`config.mk`:
```
export PLATFORM = sky130hd
export DESIGN_NAME = accel_interrupt_router
export DESIGN_NICKNAME = d
export VERILOG_FILES = /design/src/rtl/irq_router_pkg.sv /design/src/rtl/irq_pad_if.sv /design/src/rtl/accel_interrupt_router.sv /design/src/rtl/irq_pad_driver.sv
export SDC_FILE = /design/constraint.sdc
export NUM_CORES = 1
export LEC_CHECK = 0
export BUFFER_PORTS_ARGS = -buffer_cell sky130_fd_sc_hd__buf_2
export CORE_MARGIN = 3
export CORE_UTILIZATION = 32
export DETAILED_ROUTE_END_ITERATION = 16
export MAX_ROUTING_LAYER = met4
export SYNTH_ARGS = -nofsm -noshare
export SYNTH_HDL_FRONTEND = slang
export SYNTH_SLANG_ARGS = --single-unit
```
`constraint.sdc`:
```
create_clock -name sys_clk -period 1.6 [get_ports sys_clk]
set_input_delay 0.24 -clock sys_clk [delete_from_list [all_inputs] [get_ports sys_clk]]
set_output_delay 0.24 -clock sys_clk [all_outputs]
set_load 0.01 [all_outputs]
```
`src/rtl/irq_router_pkg.sv`:
```
package irq_router_pkg;

  // Register offsets
  localparam logic [7:0] ADDR_IRQ_SOURCE_STATUS = 8'h0C;
  localparam logic [7:0] ADDR_WAKE_AND_PIN_CFG  = 8'h2C;
  localparam logic [7:0] ADDR_IRQ_SOURCE_ENABLE = 8'h2D;
  localparam logic [7:0] ADDR_IRQ_PIN_ROUTING   = 8'h2E;

  // Reset values
  localparam logic [7:0] WAKE_AND_PIN_CFG_RESET  = 8'h00;
  localparam logic [7:0] IRQ_SOURCE_ENABLE_RESET = 8'h00;
  localparam logic [7:0] IRQ_PIN_ROUTING_RESET   = 8'h00;

  // Writable bit masks, unused positions stay zero
  localparam logic [7:0] WAKE_AND_PIN_CFG_MASK = 8'h7B;
  localparam logic [7:0] SOURCE_MASK           = 8'hBD;

  // Source bit positions, shared by enable, routing and status
  localparam int SRC_SLEEP_WAKE   = 7;
  localparam int SRC_TRANSIENT    = 5;
  localparam int SRC_ORIENTATION  = 4;
  localparam int SRC_PULSE        = 3;
  localparam int SRC_FALL_MOTION  = 2;
  localparam int SRC_SAMPLE_READY = 0;

  // Wake and pin configuration bit positions
  localparam int WAKE_ON_TRANSIENT   = 6;
  localparam int WAKE_ON_ORIENTATION = 5;
  localparam int WAKE_ON_PULSE       = 4;
  localparam int WAKE_ON_FALL_MOTION = 3;
  localparam int IRQ_ACTIVE_LEVEL    = 1;
  localparam int IRQ_DRIVE_TYPE      = 0;

  // Pin indices
  localparam int PIN_FIRST  = 0;
  localparam int PIN_SECOND = 1;
  localparam int PIN_COUNT  = 2;

endpackage : irq_router_pkg

```
`src/rtl/irq_pad_if.sv`:
```
`timescale 1ns/1ps
`default_nettype none

interface irq_pad_if;
  logic asserted;
  logic active_high;
  logic open_drain;
  logic pad_out;
  logic pad_oe;

  modport ctrl (output asserted, output active_high, output open_drain,
                input pad_out, input pad_oe);
  modport pad  (input asserted, input active_high, input open_drain,
                output pad_out, output pad_oe);
endinterface : irq_pad_if

`default_nettype wire

```
`src/rtl/accel_interrupt_router.sv`:
```
// Functional notes
// (RULE1) Wake bits let detection functions wake system
// (RULE2) Polarity bit sets interrupt active level
// (RULE3) Drive bit selects push-pull or open drain
// (RULE4) Per-source enable gates each event flag
// (RULE5) Enabled source reaches exactly one pin
// (RULE6) Routing bit 1 first pin, 0 second
// (RULE7) Pin asserts on OR of routed sources
// (RULE8) Host reads source status after interrupt
// (RULE9) Sleep/wake interrupt on every mode change
// (RULE10) Only four detectors affect wake/sleep
// (RULE11) Unused register bits read zero, ignore writes
`timescale 1ns/1ps
`default_nettype none

module accel_interrupt_router
  import irq_router_pkg::*;
(
  // Clock and reset
  input  wire logic       sys_clk,
  input  wire logic       reset,
  // Register port from the sensor core
  input  wire logic [7:0] reg_addr,
  input  wire logic       reg_wr,
  input  wire logic [7:0] reg_wdata,
  input  wire logic       reg_rd,
  output var  logic [7:0] reg_rdata,
  output var  logic       reg_rvalid,
  // Function event flags
  input  wire logic       transient_flag,
  input  wire logic       orientation_flag,
  input  wire logic       pulse_flag,
  input  wire logic       fall_motion_flag,
  input  wire logic       sample_ready_flag,
  // Sleep state from the core and its clear
  input  wire logic       in_sleep,
  input  wire logic       sleep_wake_clear,
  // Wake control to the core
  output var  logic       wake_request,
  output var  logic       keep_awake,
  // Interrupt pins
  input  wire logic       irq_pin_first_in,
  output logic            irq_pin_first_out,
  output logic            irq_pin_first_oe,
  input  wire logic       irq_pin_second_in,
  output logic            irq_pin_second_out,
  output logic            irq_pin_second_oe
);

  logic [7:0] cfg_reg;
  logic [7:0] cfg_next;
  logic [7:0] enable_reg;
  logic [7:0] enable_next;
  logic [7:0] routing_reg;
  logic [7:0] routing_next;
  logic       sleep_prev_reg;
  logic       sleep_prev_next;
  logic       sleep_flag_reg;
  logic       sleep_flag_next;
  logic [7:0] rdata_reg;
  logic [7:0] rdata_next;
  logic       rvalid_reg;
  logic       rvalid_next;
  logic       wake_reg;
  logic       wake_next;
  logic       awake_reg;
  logic       awake_next;
  logic [7:0] raw_src;
  logic [7:0] pending;
  logic [7:0] detect_mask;
  logic [7:0] wake_mask;
  logic [7:0] detect_src;
  logic [7:0] wake_src;
  logic [PIN_COUNT-1:0] pin_assert;

  // Source vector in status layout
  always_comb begin
    raw_src                   = 8'h00;
    raw_src[SRC_SLEEP_WAKE]   = sleep_flag_reg;
    raw_src[SRC_TRANSIENT]    = transient_flag;
    raw_src[SRC_ORIENTATION]  = orientation_flag;
    raw_src[SRC_PULSE]        = pulse_flag;
    raw_src[SRC_FALL_MOTION]  = fall_motion_flag;
    raw_src[SRC_SAMPLE_READY] = sample_ready_flag;
    pending     = raw_src & enable_reg;  // [RULE4]
    pin_assert[PIN_FIRST]  = |(pending & routing_reg);  // [RULE5] [RULE6] [RULE7]
    pin_assert[PIN_SECOND] = |(pending & ~routing_reg);  // [RULE5] [RULE6] [RULE7]
    // Detection functions only
    detect_mask                  = 8'h00;
    detect_mask[SRC_TRANSIENT]   = 1'b1;
    detect_mask[SRC_ORIENTATION] = 1'b1;
    detect_mask[SRC_PULSE]       = 1'b1;
    detect_mask[SRC_FALL_MOTION] = 1'b1;
    wake_mask                  = 8'h00;
    wake_mask[SRC_TRANSIENT]   = cfg_reg[WAKE_ON_TRANSIENT];
    wake_mask[SRC_ORIENTATION] = cfg_reg[WAKE_ON_ORIENTATION];
    wake_mask[SRC_PULSE]       = cfg_reg[WAKE_ON_PULSE];
    wake_mask[SRC_FALL_MOTION] = cfg_reg[WAKE_ON_FALL_MOTION];
    detect_src                 = raw_src & detect_mask;
    wake_src                   = detect_src & wake_mask;
  end

  // Register writes and reads
  always_comb begin
    cfg_next     = cfg_reg;
    enable_next  = enable_reg;
    routing_next = routing_reg;
    if (reg_wr) begin
      unique case (reg_addr)
        ADDR_WAKE_AND_PIN_CFG:  cfg_next     = reg_wdata & WAKE_AND_PIN_CFG_MASK;  // [RULE11]
        ADDR_IRQ_SOURCE_ENABLE: enable_next  = reg_wdata & SOURCE_MASK;  // [RULE11]
        ADDR_IRQ_PIN_ROUTING:   routing_next = reg_wdata & SOURCE_MASK;  // [RULE11]
        default: ;
      endcase
    end
    rvalid_next = reg_rd;
    rdata_next  = 8'h00;
    if (reg_rd) begin
      unique case (reg_addr)
        ADDR_IRQ_SOURCE_STATUS: rdata_next = pending;  // [RULE8]
        ADDR_WAKE_AND_PIN_CFG:  rdata_next = cfg_reg;
        ADDR_IRQ_SOURCE_ENABLE: rdata_next = enable_reg;
        ADDR_IRQ_PIN_ROUTING:   rdata_next = routing_reg;
        default:                rdata_next = 8'h00;
      endcase
    end
  end

  // Sleep/wake change event, set wins over clear
  always_comb begin
    sleep_prev_next = in_sleep;
    sleep_flag_next = sleep_flag_reg;
    if (sleep_wake_clear) begin
      sleep_flag_next = 1'b0;
    end
    if (in_sleep != sleep_prev_reg) begin
      sleep_flag_next = 1'b1;  // [RULE9]
    end
  end

  // Wake and keep-awake from the four detectors
  always_comb begin
    wake_next  = in_sleep && |(raw_src & detect_mask & wake_mask);  // [RULE1] [RULE10]
    awake_next = !in_sleep && |(raw_src & detect_mask & enable_reg);  // [RULE10]
  end

  always_ff @(posedge sys_clk) begin
    if (reset) begin
      cfg_reg        <= WAKE_AND_PIN_CFG_RESET;
      enable_reg     <= IRQ_SOURCE_ENABLE_RESET;
      routing_reg    <= IRQ_PIN_ROUTING_RESET;
      sleep_prev_reg <= 1'b0;
      sleep_flag_reg <= 1'b0;
      rdata_reg      <= 8'h00;
      rvalid_reg     <= 1'b0;
      wake_reg       <= 1'b0;
      awake_reg      <= 1'b0;
    end else begin
      cfg_reg        <= cfg_next;
      enable_reg     <= enable_next;
      routing_reg    <= routing_next;
      sleep_prev_reg <= sleep_prev_next;
      sleep_flag_reg <= sleep_flag_next;
      rdata_reg      <= rdata_next;
      rvalid_reg     <= rvalid_next;
      wake_reg       <= wake_next;
      awake_reg      <= awake_next;
    end
  end

  assign reg_rdata    = rdata_reg;
  assign reg_rvalid   = rvalid_reg;
  assign wake_request = wake_reg;
  assign keep_awake   = awake_reg;

  // Pin drivers
  logic [PIN_COUNT-1:0] pad_out;
  logic [PIN_COUNT-1:0] pad_oe;

  for (genvar g = 0; g < PIN_COUNT; g++) begin : g_pin
    irq_pad_if pad_bus ();
    assign pad_bus.asserted    = pin_assert[g];
    assign pad_bus.active_high = cfg_reg[IRQ_ACTIVE_LEVEL];  // [RULE2]
    assign pad_bus.open_drain  = cfg_reg[IRQ_DRIVE_TYPE];  // [RULE3]
    irq_pad_driver u_pad (
      .sys_clk (sys_clk),
      .reset   (reset),
      .pad     (pad_bus.pad)
    );
    assign pad_out[g] = pad_bus.pad_out;
    assign pad_oe[g]  = pad_bus.pad_oe;
  end

  assign irq_pin_first_out  = pad_out[PIN_FIRST];
  assign irq_pin_first_oe   = pad_oe[PIN_FIRST];
  assign irq_pin_second_out = pad_out[PIN_SECOND];
  assign irq_pin_second_oe  = pad_oe[PIN_SECOND];
endmodule : accel_interrupt_router

`default_nettype wire

```
`src/rtl/irq_pad_driver.sv`:
```
`timescale 1ns/1ps
`default_nettype none

module irq_pad_driver (
  // Clock and reset
  input  wire logic sys_clk,
  input  wire logic reset,
  // Pad control
  irq_pad_if.pad    pad
);

  logic out_reg;
  logic out_next;
  logic oe_reg;
  logic oe_next;
  logic level;

  // Level on the wire and drive mode
  always_comb begin
    level = pad.asserted ? pad.active_high : ~pad.active_high;  // [RULE2]
    if (pad.open_drain) begin  // [RULE3]
      out_next = 1'b0;
      oe_next  = ~level;
    end else begin
      out_next = level;
      oe_next  = 1'b1;
    end
  end

  always_ff @(posedge sys_clk) begin
    if (reset) begin
      out_reg <= 1'b1;
      oe_reg  <= 1'b1;
    end else begin
      out_reg <= out_next;
      oe_reg  <= oe_next;
    end
  end

  assign pad.pad_out = out_reg;
  assign pad.pad_oe  = oe_reg;
endmodule : irq_pad_driver

`default_nettype wire

```
# Word-level counts from Yosys, hierarchy flattened
# Cells that the tools add are included.
[totals] reg_bits=35 input_bits=29 output_inout_bits=15
[op_classes] eq_ne=5 n_mux=7 n_bitwise=11 n_reduce_logical=13
[ops] operator="8-bit one-hot mux with 4 select lines" n=1
[ops] operator="8-bit OR reduction" n=4
[ops] operator="8-bit bitwise AND" n=3
[ops] operator="8-bit by 6-bit equality test with 1-bit output, second input constant" n=3
[ops] operator="6-bit by 8-bit bitwise AND with 8-bit output" n=1
[ops] operator="8-bit by 4-bit equality test with 1-bit output, second input constant" n=1
[ops] operator="8-bit NOT" n=1
[ops] operator="6-bit bitwise AND" n=1
[ops] operator="1-bit 2-to-1 mux" n=6
[ops] operator="2-bit AND reduction" n=3
[ops] operator="1-bit NOT" n=5
[ops] operator="2-bit OR reduction" n=2
[ops] operator="1-bit logical AND" n=2
[ops] operator="2-bit nonzero test" n=1
[ops] operator="1-bit zero test" n=1
[ops] operator="1-bit != test" n=1

# Depth between registers and ports, before layout
# Gate-level depths: netlist of the first run.
[logic_depth] word_depth=5 depth_mapped=6 ltp_nobuf=4

# Cells and area by module
# A second synthesis of the first run with hierarchy kept.
[hier_totals] cells_unflattened=189 hier_area_um2=1676.6
[by_module_without_submodules] module="accel_interrupt_router" n_inst=1 cells_per_inst=177 area_each_um2=1541.5 seq_area_each_um2=620.6
[by_module_without_submodules] module="irq_pad_driver" n_inst=2 cells_per_inst=6 area_each_um2=67.6 seq_area_each_um2=40.0

# Worst setup path before layout of the first run
# Ideal clock, no wire load.
[synth_timing] path_kind="input port to flip-flop" startpoint="in reg_addr[6]" endpoint="reg enable_reg[2]" t_arrival_ps=1132 t_required_ps=1472 slack_ps=341 stages=5 n_path_buf=1 path_cell_list="and4bb_2 > and4b_1 > buf_6 > mux2i_1 > nor2_1"
[synth_via] elab_chain_len=2
[synth_rtl] item="start, declared" line="accel_interrupt_router.sv:23" source="input wire logic [7:0] reg_addr,"
[synth_rtl] item="8-bit by 6-bit equality test with 1-bit output" line="accel_interrupt_router.sv:109" source="unique case (reg_addr)"
[synth_rtl] item="2-bit AND reduction (no source line)"
[synth_rtl] item="end signal, assigned" line="accel_interrupt_router.sv:160" source="enable_reg <= enable_next;"
[synth_rtl] item="end, declared" line="accel_interrupt_router.sv:52" source="logic [7:0] enable_reg;"
# No other way between the ends.
# A chain may end at the register's enable or synchronous reset.

# Worst setup path in the final report of the first run
[layout_timing] startpoint="reg enable_reg[4]" endpoint="reg g_pin[1].u_pad.out_reg"
[layout_via] elab_chain_len=5
[layout_rtl] item="8-bit bitwise AND" line="accel_interrupt_router.sv:85" source="pending = raw_src & enable_reg;"
[layout_rtl] item="8-bit bitwise AND" line="accel_interrupt_router.sv:87" source="pin_assert[PIN_SECOND] = |(pending & ~routing_reg);"
[layout_rtl] item="8-bit OR reduction" line="accel_interrupt_router.sv:87"
[layout_rtl] item="1-bit 2-to-1 mux" line="irq_pad_driver.sv:20" source="level = pad.asserted ? pad.active_high : ~pad.active_high;"
[layout_rtl] item="1-bit 2-to-1 mux" line="irq_pad_driver.sv:21" source="if (pad.open_drain) begin"
[layout_rtl] item="end signal, assigned" line="irq_pad_driver.sv:35" source="out_reg <= out_next;"
[layout_rtl] item="end, declared" line="irq_pad_driver.sv:12" source="logic out_reg;"
# No other way between the ends.

==> reports/qor.txt, run 1 <==
Reg2Reg Depth: 4
CTS clk-pin slew, worst paths: 0.08 ns
Synth Area in XOR/XNOR: 0.00549
RSZ-0062 raised after global routing: no
vias in the first global route: 1204
worst hold start: reg_wdata[6]
Seq/Total Area, Yosys: 0.439
crit path DAT: 1.53 ns
drt first pass iters: 4
placed cell area: 0.00189 sq mm
Worst Setup Start Kind: register
Synth Area in Compound Gates: 0.104
LEAKAGE: 0.000919 uW
Antenna Nets Post-Route: 0
DRC viols: 0
status: completed
Post-synth EDFFs: 0
Core Area: 0.00479 sq mm
root buffer cell: clkbuf_8
Netlist cell types: 41
Synth Instances: 166
synthesized cell area: 0.00160 sq mm
final hold violation count: 0
setup repair bufs after CTS: 0
Boundary Pins: 44
Starting Density: 0.333
Hold Path Sink: cfg_reg[6]
Main synth FF type: dfxtp_1
DRT iter0 DRCs: 64
# setup viols final: 0
TritonCTS clock tree: yes
Clock Skews: 0.0105 ns
clock latency on the worst-skew pair: 0.29 ns
cell taking the most area after synthesis: dfxtp_1
asr flop ratio synth: 0
setup TNS: 0 ns
layout cells sized above 1: 0.300
Required @ worst endpoint: 1.83 ns
Worst slew margin: 0.663
Worst VDD drop: 0.296 mV
Final period util: 0.811
post-synthesis adder-cell area fraction: 0
die width: 76.6 um
die area: 0.00587 sq mm
internal reg-to-reg setup slack: 0.30 ns
total gr overflow: 0
area grow syn2layout: 23.9%
routed len/inst: 13.0 um
number of clock sinks: 35
Via density: 4.59
Crit Reg-Reg Startpoint: enable_reg[4]
flip-flop count of the largest register after layout: 8
flops & latches, synth: 35
post-layout min period: 1.30 ns
largest family of logic cells by synthesized area: simple AND/OR/NAND/NOR gates
actual slew at the worst max-slew pin: 0.505 ns
pre-CTS setup slack: 0.173 ns
finished layout cell area: 0.00198 sq mm
# rows: 25
TritonCTS buffer count: 5
Vias: 1284
final wirelength: 3640 um
pwr dens: 822 mW/mm^2
first-pass GRT wire length: 5780 um
clock buffer depth: 2
Hold Crit Class: in -> reg
Crit. End Element: register
top cells by area, synth: dfxtp_1 44%, mux2i_1 15%, nor2_1 5.6%, a21oi_1 3.5%, nand2_1 2.6%
Die Y-Extent: 76.6 um
H-tree depth: 2
top cell type's share of synthesized area: 0.439
Total Routing Usage GR: 0.130
NumNets Final: 241
Critical R2R Capture: g_pin[1].u_pad.pad.pad_out
Achievable Freq: 771 MHz
initial antenna violation count: 0
CP startpoint: enable_reg[4]
CP Max Fanout: 4
detailed placement HPWL: 2860 um
routability cong.: 0.899
YS warnings: 0
post-CTS sizing: 0
largest net degree at the start of global routing: 18
antenna cell count: 0
Worst Hold Depth: 3
I/O Buffers: 41
Fin Hold WS: 0.196 ns
Syn Area/Cell: 9.61 sq um
syn_nets: 195
maxcap violations: 0
Total Power: 1620 uW
Synth Area in Simple Gates: 0.263
mux cell area share after synthesis: 0.151
Crit Path Category: reg -> reg
fin worst setup slack: 0.302 ns
Max Slew Vio Count: 0
CTS Hold Buffers Added: 0
[stage by stage]
step | std cells | util
finish | 280 | 0.413
global route | 280 | 0.413
CTS | 280 | 0.413
detailed placement | 272 | 0.395
global placement | 272 | 0.395
floorplan | 166 | -
[power by group]
group	switching [uW]	internal [uW]
registers	4.04	876
clock network	323	302
logic	63.5	55.1
[metal layers]
metal	vias to the layer above	track usage	part of all wire
li1	685	-	-
met1	556	0.163	0.49
met2	37	0.192	0.44
met3	6	0.0366	0.043
met4	0	0.0616	0.024
met5	-	-	0
[Yosys cell counts, types with 3 or more instances]
library cell	instances
mux2i_1	24
a21oi_1	11
o22ai_1	3
nand3_1	7
nor2_1	24
nand2_1	11
nor2b_1	4
dfxtp_1	35
clkbuf_1	3
[kinds of logic after synthesis]
| kind of cell | count (synthesis) |
|---|---|
| buffers and inverters | 10 |
| AND/OR/NAND/NOR | 71 |
| AO/OA/AOI/OAI | 25 |
| flip-flops | 35 |
| XOR/XNOR | 1 |
| multiplexers | 24 |
[final cells by class]
type	count	area (sq um)
multi-input combinational	121	833
inverter	2	7.51
clock buffer	5	68.8
tap	67	83.8
clock inverter	3	20.0
timing repair buffer	47	263
fill	492	2810
sequential	35	701
[critical path, stage by stage, from the launching register on]
cell     delay, ns
dfxtp_1       0.35
nand2_1       0.12
o22ai_1       0.14
or4_1         0.54
nand3_1       0.09
[worst max-delay path by stage]
stage / endpoint / cells past startpoint
CTS: g_pin[1].u_pad.pad.pad_out / 4
finish: g_pin[1].u_pad.pad.pad_out / 4
floorplan: enable_reg[2] / 5
detailed placement: enable_reg[4] / 6
global placement: enable_reg[5] / 6
global route: g_pin[1].u_pad.pad.pad_out / 4
[cell usage in the layout (no fill, tap or decap), types with 2 or more instances in the layout]
cell        count
buf_2          41
dfxtp_1        35
nor2_1         24
mux2i_1        24
a21oi_1        11
nand2_1        11
nand3_1         7
clkbuf_8        5
buf_4           5
nor2b_1         4
o22ai_1         3
nand2b_1        2
or3b_1          2
and3b_1         2
a22oi_1         2
or2_2           2
and4_1          2
o2bb2ai_1       2
nor4_1          2
inv_1           2
o32a_1          2
clkinvlp_4      2
Note: power is estimated with default switching activity, not from simulation.
==> run 2: changes to the inputs <==
--- a/config.mk
+++ b/config.mk
@@ -5,6 +5,7 @@
 export SDC_FILE = /design/constraint.sdc
 export NUM_CORES = 1
 export LEC_CHECK = 0
+export ABC_AREA = 1
 export BUFFER_PORTS_ARGS = -buffer_cell sky130_fd_sc_hd__buf_2
 export CORE_MARGIN = 3
 export CORE_UTILIZATION = 32
==> constraint.sdc (replaced) <==
create_clock -name sys_clk -period 1.25 [get_ports sys_clk]
set_input_delay 0.1875 -clock sys_clk [delete_from_list [all_inputs] [get_ports sys_clk]]
set_output_delay 0.1875 -clock sys_clk [all_outputs]
set_load 0.01 [all_outputs]
==> run 2 against run 1 <==
  * Sequential power is 28% higher
  * First-iteration DRC count is 120% higher
  * Total power rose by 25%
  * Cell area rose by 8.4%
  * Cell count increased by 28%
  * Hold slack worse by 0.064 ns
  * Via count is 32% higher
  * Clock skew shrank 0.0074 ns
  * Global-route usage grew 2.5 points
  * Critical path type unchanged
  * Critical endpoint is now g_pin[0].u_pad.pad.pad_out
  * Largest cell class unchanged
  * Largest power group unchanged
==> reports/qor.txt, run 2 <==
maxcap violations: 0 (unchanged)
Clock Skews: 0.00312 ns (-0.00737 ns)
Seq/Total Area, Yosys: 0.411 (-0.0278)
Die Y-Extent: 79.0 um (+3.1%)
die area: 0.00623 sq mm (+6.2%)
setup repair bufs after CTS: 0 (unchanged)
count leader, synth: nand2_1
Hold Crit Class: in -> reg
placed cell area: 0.00207 sq mm (+9.7%)
Worst slew margin: 0.808 (+0.146)
status: completed
detailed placement HPWL: 3320 um (+16%)
WP buf/inv: 0 (unchanged)
# setup viols final: 0 (unchanged)
CP Max Fanout: 4 (unchanged)
DR WL met2: 1980 um (+23%)
largest net degree at the start of global routing: 20 (+2)
CTS clk-pin slew, worst paths: 0.06 ns (-0.02 ns)
# rows: 25 (unchanged)
Crit path top cell by count: nand2_1
Antenna Nets Post-Route: 0 (unchanged)
Starting Density: 0.345 (+0.0112)
most common cell after layout, fill and taps aside: nand2_1
I/O Buffers: 41 (unchanged)
asr flop ratio synth: 0 (unchanged)
flops & latches, synth: 35 (unchanged)
Syn Area/Cell: 7.15 sq um (-26%)
post-CTS sizing: 0 (unchanged)
die width: 79.0 um (+3.1%)
finished layout cell area: 0.00214 sq mm (+8.4%)
cell taking the most area after synthesis: dfxtp_1
Total Routing Usage GR: 0.155 (+0.0250)
Boundary Pins: 44 (unchanged)
initial antenna violation count: 0 (unchanged)
flip-flop count of the largest register after layout: 8 (unchanged)
Synth top cells by count: 59 x nand2_1, 36 x nor2_1, 35 x dfxtp_1
number of clock sinks: 35 (unchanged)
Worst Setup Start Kind: register
root buffer cell: clkbuf_8
Core Area: 0.00494 sq mm (+3.3%)
Netlist cell types: 23 (-44%)
total gr overflow: 0 (unchanged)
clock buffer depth: 2 (unchanged)
Final period util: 0.853 (+0.0424)
DRT iter0 DRCs: 142 (+120%)
area grow syn2layout: 25.9%
critical-path cell with the highest stage delay: dfxtp_1
Via density: 4.75 (+3.6%)
setup TNS: 0 ns (unchanged)
Worst VDD drop: 0.582 mV (+97%)
post-layout util: 0.434 (+0.0206)
vias in the first global route: 1566 (+30%)
most frequent cells in the layout: 59 x nand2_1, 41 x buf_2, 36 x nor2_1, 35 x dfxtp_1, 34 x nand3_1
TritonCTS buffer count: 5 (unchanged)
NumNets Final: 320 (+33%)
pwr dens: 949 mW/mm^2 (+15%)
Required @ worst endpoint: 1.42 ns (-0.41 ns)
placed cell count: 351 (+29%)
CP delay by family, top: simple AND/OR/NAND/NOR gates
slowest stage delay, CP: 0.33 ns (-0.21 ns)
Layout Cells excl Fill: 357 (+28%)
top cells by area, synth: dfxtp_1 41%, nand2_1 13%, nand3_1 10%, nor2_1 7.9%, nand4_1 4.0%
layout cells sized above 1: 0.248 (-0.0522)
routed len/inst: 12.1 um (-7.0%)
syn_nets: 267 (+37%)
TritonCTS clock tree: yes
met3 wire len: 364 um (+130%)
top cell type's share of synthesized area: 0.411 (-0.0278)
Main synth FF type: dfxtp_1
Synth Instances: 238 (+43%)
H-tree depth: 2 (unchanged)
Max Slew Vio Count: 0 (unchanged)
Post-synth EDFFs: 0 (unchanged)
clock latency on the worst-skew pair: 0.28 ns (about the same)
Crit Path Category: reg -> reg
crit path DAT: 1.24 ns (-0.29 ns)
antenna cell count: 0 (unchanged)
# fillers: 554 (+13%)
YS warnings: 0 (unchanged)
first-pass GRT wire length: 7360 um (+27%)
Achievable Freq: 938 MHz (+22%)
CTS Hold Buffers Added: 0 (unchanged)
highest routed layer: met4
final hold violation count: 0 (unchanged)
actual slew at the worst max-slew pin: 0.287 ns (-0.219 ns)
critical path, cell by cell: nand2_1 -> o21ai_0 -> nor2_1 -> nand2_1 -> nand2_1 -> nand3_1 -> nand2_1
Vias: 1696 (+32%)
DRC viols: 0 (unchanged)
synthesized cell area: 0.00170 sq mm (+6.7%)
post-layout min period: 1.07 ns (-0.231 ns)
Met1 Routed Length: 1950 um (+8.4%)
LEAKAGE: 0.000986 uW (+7.3%)
Total Power: 2030 uW (+25%)
Crit. End Element: register
RSZ-0062 raised after global routing: no
drt first pass iters: 4 (unchanged)
routability cong.: 0.889 (-1.2%)
final wirelength: 4320 um (+19%)
## run 2: cell count changes after synthesis, moves of 5 or more
cell      change
nand4_1      +10
nand3b_1      +5
mux2i_1      -24
nand2_1      +48
nor2_1       +12
nand3_1      +27
inv_1        +15
## run 2: per-layer routing
| metal | global-route usage | vias to the layer above |
|---|---|---|
| li1 | - | 884 |
| met1 | 0.209 | 750 |
| met2 | 0.236 | 58 |
| met3 | 0.0363 | 4 |
| met4 | 0.0361 | 0 |
| met5 | - | - |
## run 2: cells by family after synthesis
logic type,Yosys count,share of synthesized area
xor+xnor,1,0.00514
flops,35,0.411
compound gates,17,0.0544
simple gates,158,0.454
buf+inv,27,0.0749
## run 2: area by class of cell
cell class | count | area [sq um] | share of cell area
flip-flops and latches | 35 | 701 | 0.327
well taps | 67 | 83.8 | 0.0391
multi-input cells | 176 | 875 | 0.408
inverters | 19 | 71.3 | 0.0333
clock buffers | 6 | 72.6 | 0.0339
repair buffers | 54 | 340 | 0.159
## run 2: worst paths after layout
path                               startpoint  slack (ns)                    endpoint  depth (start not counted)
worst min-delay path             reg_wdata[1]        0.13                  cfg_reg[1]                          3
worst min register to register     cfg_reg[4]        0.49                  cfg_reg[4]                          2
worst max-delay path            enable_reg[2]        0.18  g_pin[0].u_pad.pad.pad_out                          7
worst max register to register  enable_reg[2]        0.18  g_pin[0].u_pad.pad.pad_out                          7
## run 2: worst min-delay path, delay by kind of cell
kind                   cells  cell delay, ns
buffers and inverters      1            0.08
AND/OR/NAND/NOR            2            0.11
## run 2: through the flow
step                setup slack, ns  hold WS (ns)
detailed placement          -0.0299         0.420
global placement            -0.0205         0.416
CTS                           0.174         0.131
global route                 0.0200         0.133
finish                        0.183         0.132
floorplan                     0.227         0.257
## run 2: power by group
part / switching (uW) / leakage [uW] / total (uW) / internal [uW]
clock network: 363 / 0.0000371 / 734 / 371
registers: 4.13 / 0.000283 / 1130 / 1120
logic: 105 / 0.000666 / 174 / 68.4
==> run 3: changes to the inputs <==
--- a/config.mk
+++ b/config.mk
@@ -6,7 +6,7 @@
 export NUM_CORES = 1
 export LEC_CHECK = 0
 export ABC_AREA = 1
-export BUFFER_PORTS_ARGS = -buffer_cell sky130_fd_sc_hd__buf_2
+export BUFFER_PORTS_ARGS = -buffer_cell sky130_fd_sc_hd__buf_4
 export CORE_MARGIN = 3
 export CORE_UTILIZATION = 32
 export DETAILED_ROUTE_END_ITERATION = 16
==> run 3 against run 2 <==
  * Sequential cell count did not move
  * Cell area rose by 5.2%
  * Worst setup slack got worse by 0.011 ns
  * Wire length rose by 2.0%
  * Total power rose by 3.9%
  * Fmax fell by 1.0%
  * Critical path depth did not move
  * Clock skew rose by 0.0022 ns
  * Sequential share of layout area fell by 1.6 points
==> reports/qor.txt, run 3 (synthesized netlist as in run 2, its figures left out) <==
status: completed
die area: 0.00623 sq mm (unchanged)
layout cells sized above 1: 0.250 (+0.00172)
post-layout min period: 1.08 ns (+0.0108 ns)
DRC viols: 0 (unchanged)
RSZ-0062 raised after global routing: no
actual slew at the worst max-slew pin: 0.298 ns (+0.0118 ns)
setup repair bufs after CTS: 0 (unchanged)
area grow syn2layout: 32.4%
detailed placement HPWL: 3310 um (-0.35%)
Critical R2R Capture: g_pin[0].u_pad.pad.pad_out
most common cell after layout, fill and taps aside: nand2_1
setup TNS: 0 ns (unchanged)
Vias: 1704 (+0.47%)
drt first pass iters: 4 (unchanged)
first-pass GRT wire length: 7460 um (+1.4%)
TritonCTS clock tree: yes
Hold Crit Class: in -> reg
placed cell count: 351 (unchanged)
Final period util: 0.862 (+0.00868)
maxcap violations: 0 (unchanged)
Crit Path Category: reg -> reg
Worst slew margin: 0.801 (-0.00791)
number of clock sinks: 35 (unchanged)
H-tree depth: 2 (unchanged)
Hold Path Sink: sleep_prev_reg
Die Y-Extent: 79.0 um (unchanged)
worst hold start: reset
initial antenna violation count: 0 (unchanged)
most frequent cells in the layout: 59 x nand2_1, 51 x buf_4, 36 x nor2_1, 35 x dfxtp_1, 34 x nand3_1
I/O Buffers: 41 (unchanged)
post-CTS sizing: 0 (unchanged)
Clock Skews: 0.00535 ns (+0.00222 ns)
routed len/inst: 12.3 um (+1.4%)
Crit. End Element: register
CTS clk-pin slew, worst paths: 0.07 ns (about the same)
clock latency on the worst-skew pair: 0.29 ns (about the same)
Worst Hold Depth: 2 (-1)
root buffer cell: clkbuf_8
TritonCTS buffer count: 5 (unchanged)
post-layout util: 0.456 (+0.0225)
Required @ worst endpoint: 1.43 ns (about the same)
Boundary Pins: 44 (unchanged)
Crit Reg-Reg Startpoint: enable_reg[2]
NumNets Final: 320 (unchanged)
Reg2Reg Depth: 7 (unchanged)
Starting Density: 0.345 (unchanged)
Core Area: 0.00494 sq mm (unchanged)
die width: 79.0 um (unchanged)
antenna cell count: 0 (unchanged)
DRT iter0 DRCs: 117 (-18%)
final wirelength: 4410 um (+2.0%)
# rows: 25 (unchanged)
Total Routing Usage GR: 0.159 (+0.00471)
Via density: 4.75 (about the same)
final hold violation count: 0 (unchanged)
CP Max Fanout: 4 (unchanged)
Layout Cells excl Fill: 359 (+0.56%)
pwr dens: 938 mW/mm^2 (-1.2%)
Worst Setup Start Kind: register
Worst VDD drop: 0.478 mV (-18%)
LEAKAGE: 0.00102 uW (+3.4%)
crit path DAT: 1.26 ns (+0.02 ns)
placed cell area: 0.00217 sq mm (+5.0%)
Antenna Nets Post-Route: 0 (unchanged)
internal reg-to-reg setup slack: 0.17 ns (about the same)
finished layout cell area: 0.00225 sq mm (+5.2%)
CTS Hold Buffers Added: 0 (unchanged)
total gr overflow: 0 (unchanged)
Achievable Freq: 928 MHz (-1.0%)
clock buffer depth: 2 (unchanged)
Max Slew Vio Count: 0 (unchanged)
vias in the first global route: 1565 (-0.064%)
largest net degree at the start of global routing: 28 (+40%)
flip-flop count of the largest register after layout: 8 (unchanged)
# setup viols final: 0 (unchanged)
routability cong.: 0.841 (-5.4%)
## run 3: per-stage QoR
| step | hold slack [ns] | setup slack [ns] | total power, uW |
|---|---|---|---|
| 2_1_floorplan | 0.257 | 0.227 | 1220 |
| 3_3_place_gp | 0.404 | -0.0386 | 1350 |
| 3_5_place_dp | 0.401 | -0.0446 | 1350 |
| 4_1_cts | 0.0919 | 0.123 | 2140 |
| 5_1_grt | 0.0896 | 0.0166 | 2220 |
| 6_report | 0.0990 | 0.172 | 2110 |
## run 3: where the power goes
part           internal (uW)  switching (uW)
clock                    391             398
combinational           93.0             106
sequential              1120            4.45
## run 3: metal layers
layer	vias to the layer above	GRT usage	share of wire	routed length, um
li1	891	-	-	-
met1	760	0.214	0.48	2110
met2	45	0.230	0.45	1960
met3	8	0.0340	0.062	272
met4	0	0.0704	0.015	65
met5	-	-	0	0
## run 3: worst max-delay path by stage
stage	start	endpoint	slack [ns]	cells after the start
2_1_floorplan	reg_addr[4]	cfg_reg[0]	0.23	7
3_3_place_gp	reg_addr[4]	routing_reg[4]	-0.04	8
3_5_place_dp	reg_addr[4]	routing_reg[4]	-0.04	8
4_1_cts	enable_reg[2]	g_pin[0].u_pad.pad.pad_out	0.12	7
5_1_grt	enable_reg[2]	g_pin[0].u_pad.pad.pad_out	0.02	6
6_report	enable_reg[2]	g_pin[0].u_pad.pad.pad_out	0.17	7
## run 3: final cells by class
type	instances	area, sq um
Clock buffer	7	76.3
Clock inverter	1	5.00
Fill cell	520	2690
Inverter	19	71.3
Multi-Input combinational cell	176	875
Sequential cell	35	701
Tap cell	67	83.8
Timing Repair Buffer	54	443
## run 3: worst max-delay path, cell delays in order, from the launching register on
cell and delay, ns:
dfxtp_1 0.39, nand2_1 0.14, o21ai_1 0.15, nor2_1 0.07, nand2_1 0.06, nand2_1 0.06
nand3_1 0.07, nand2_1 0.05
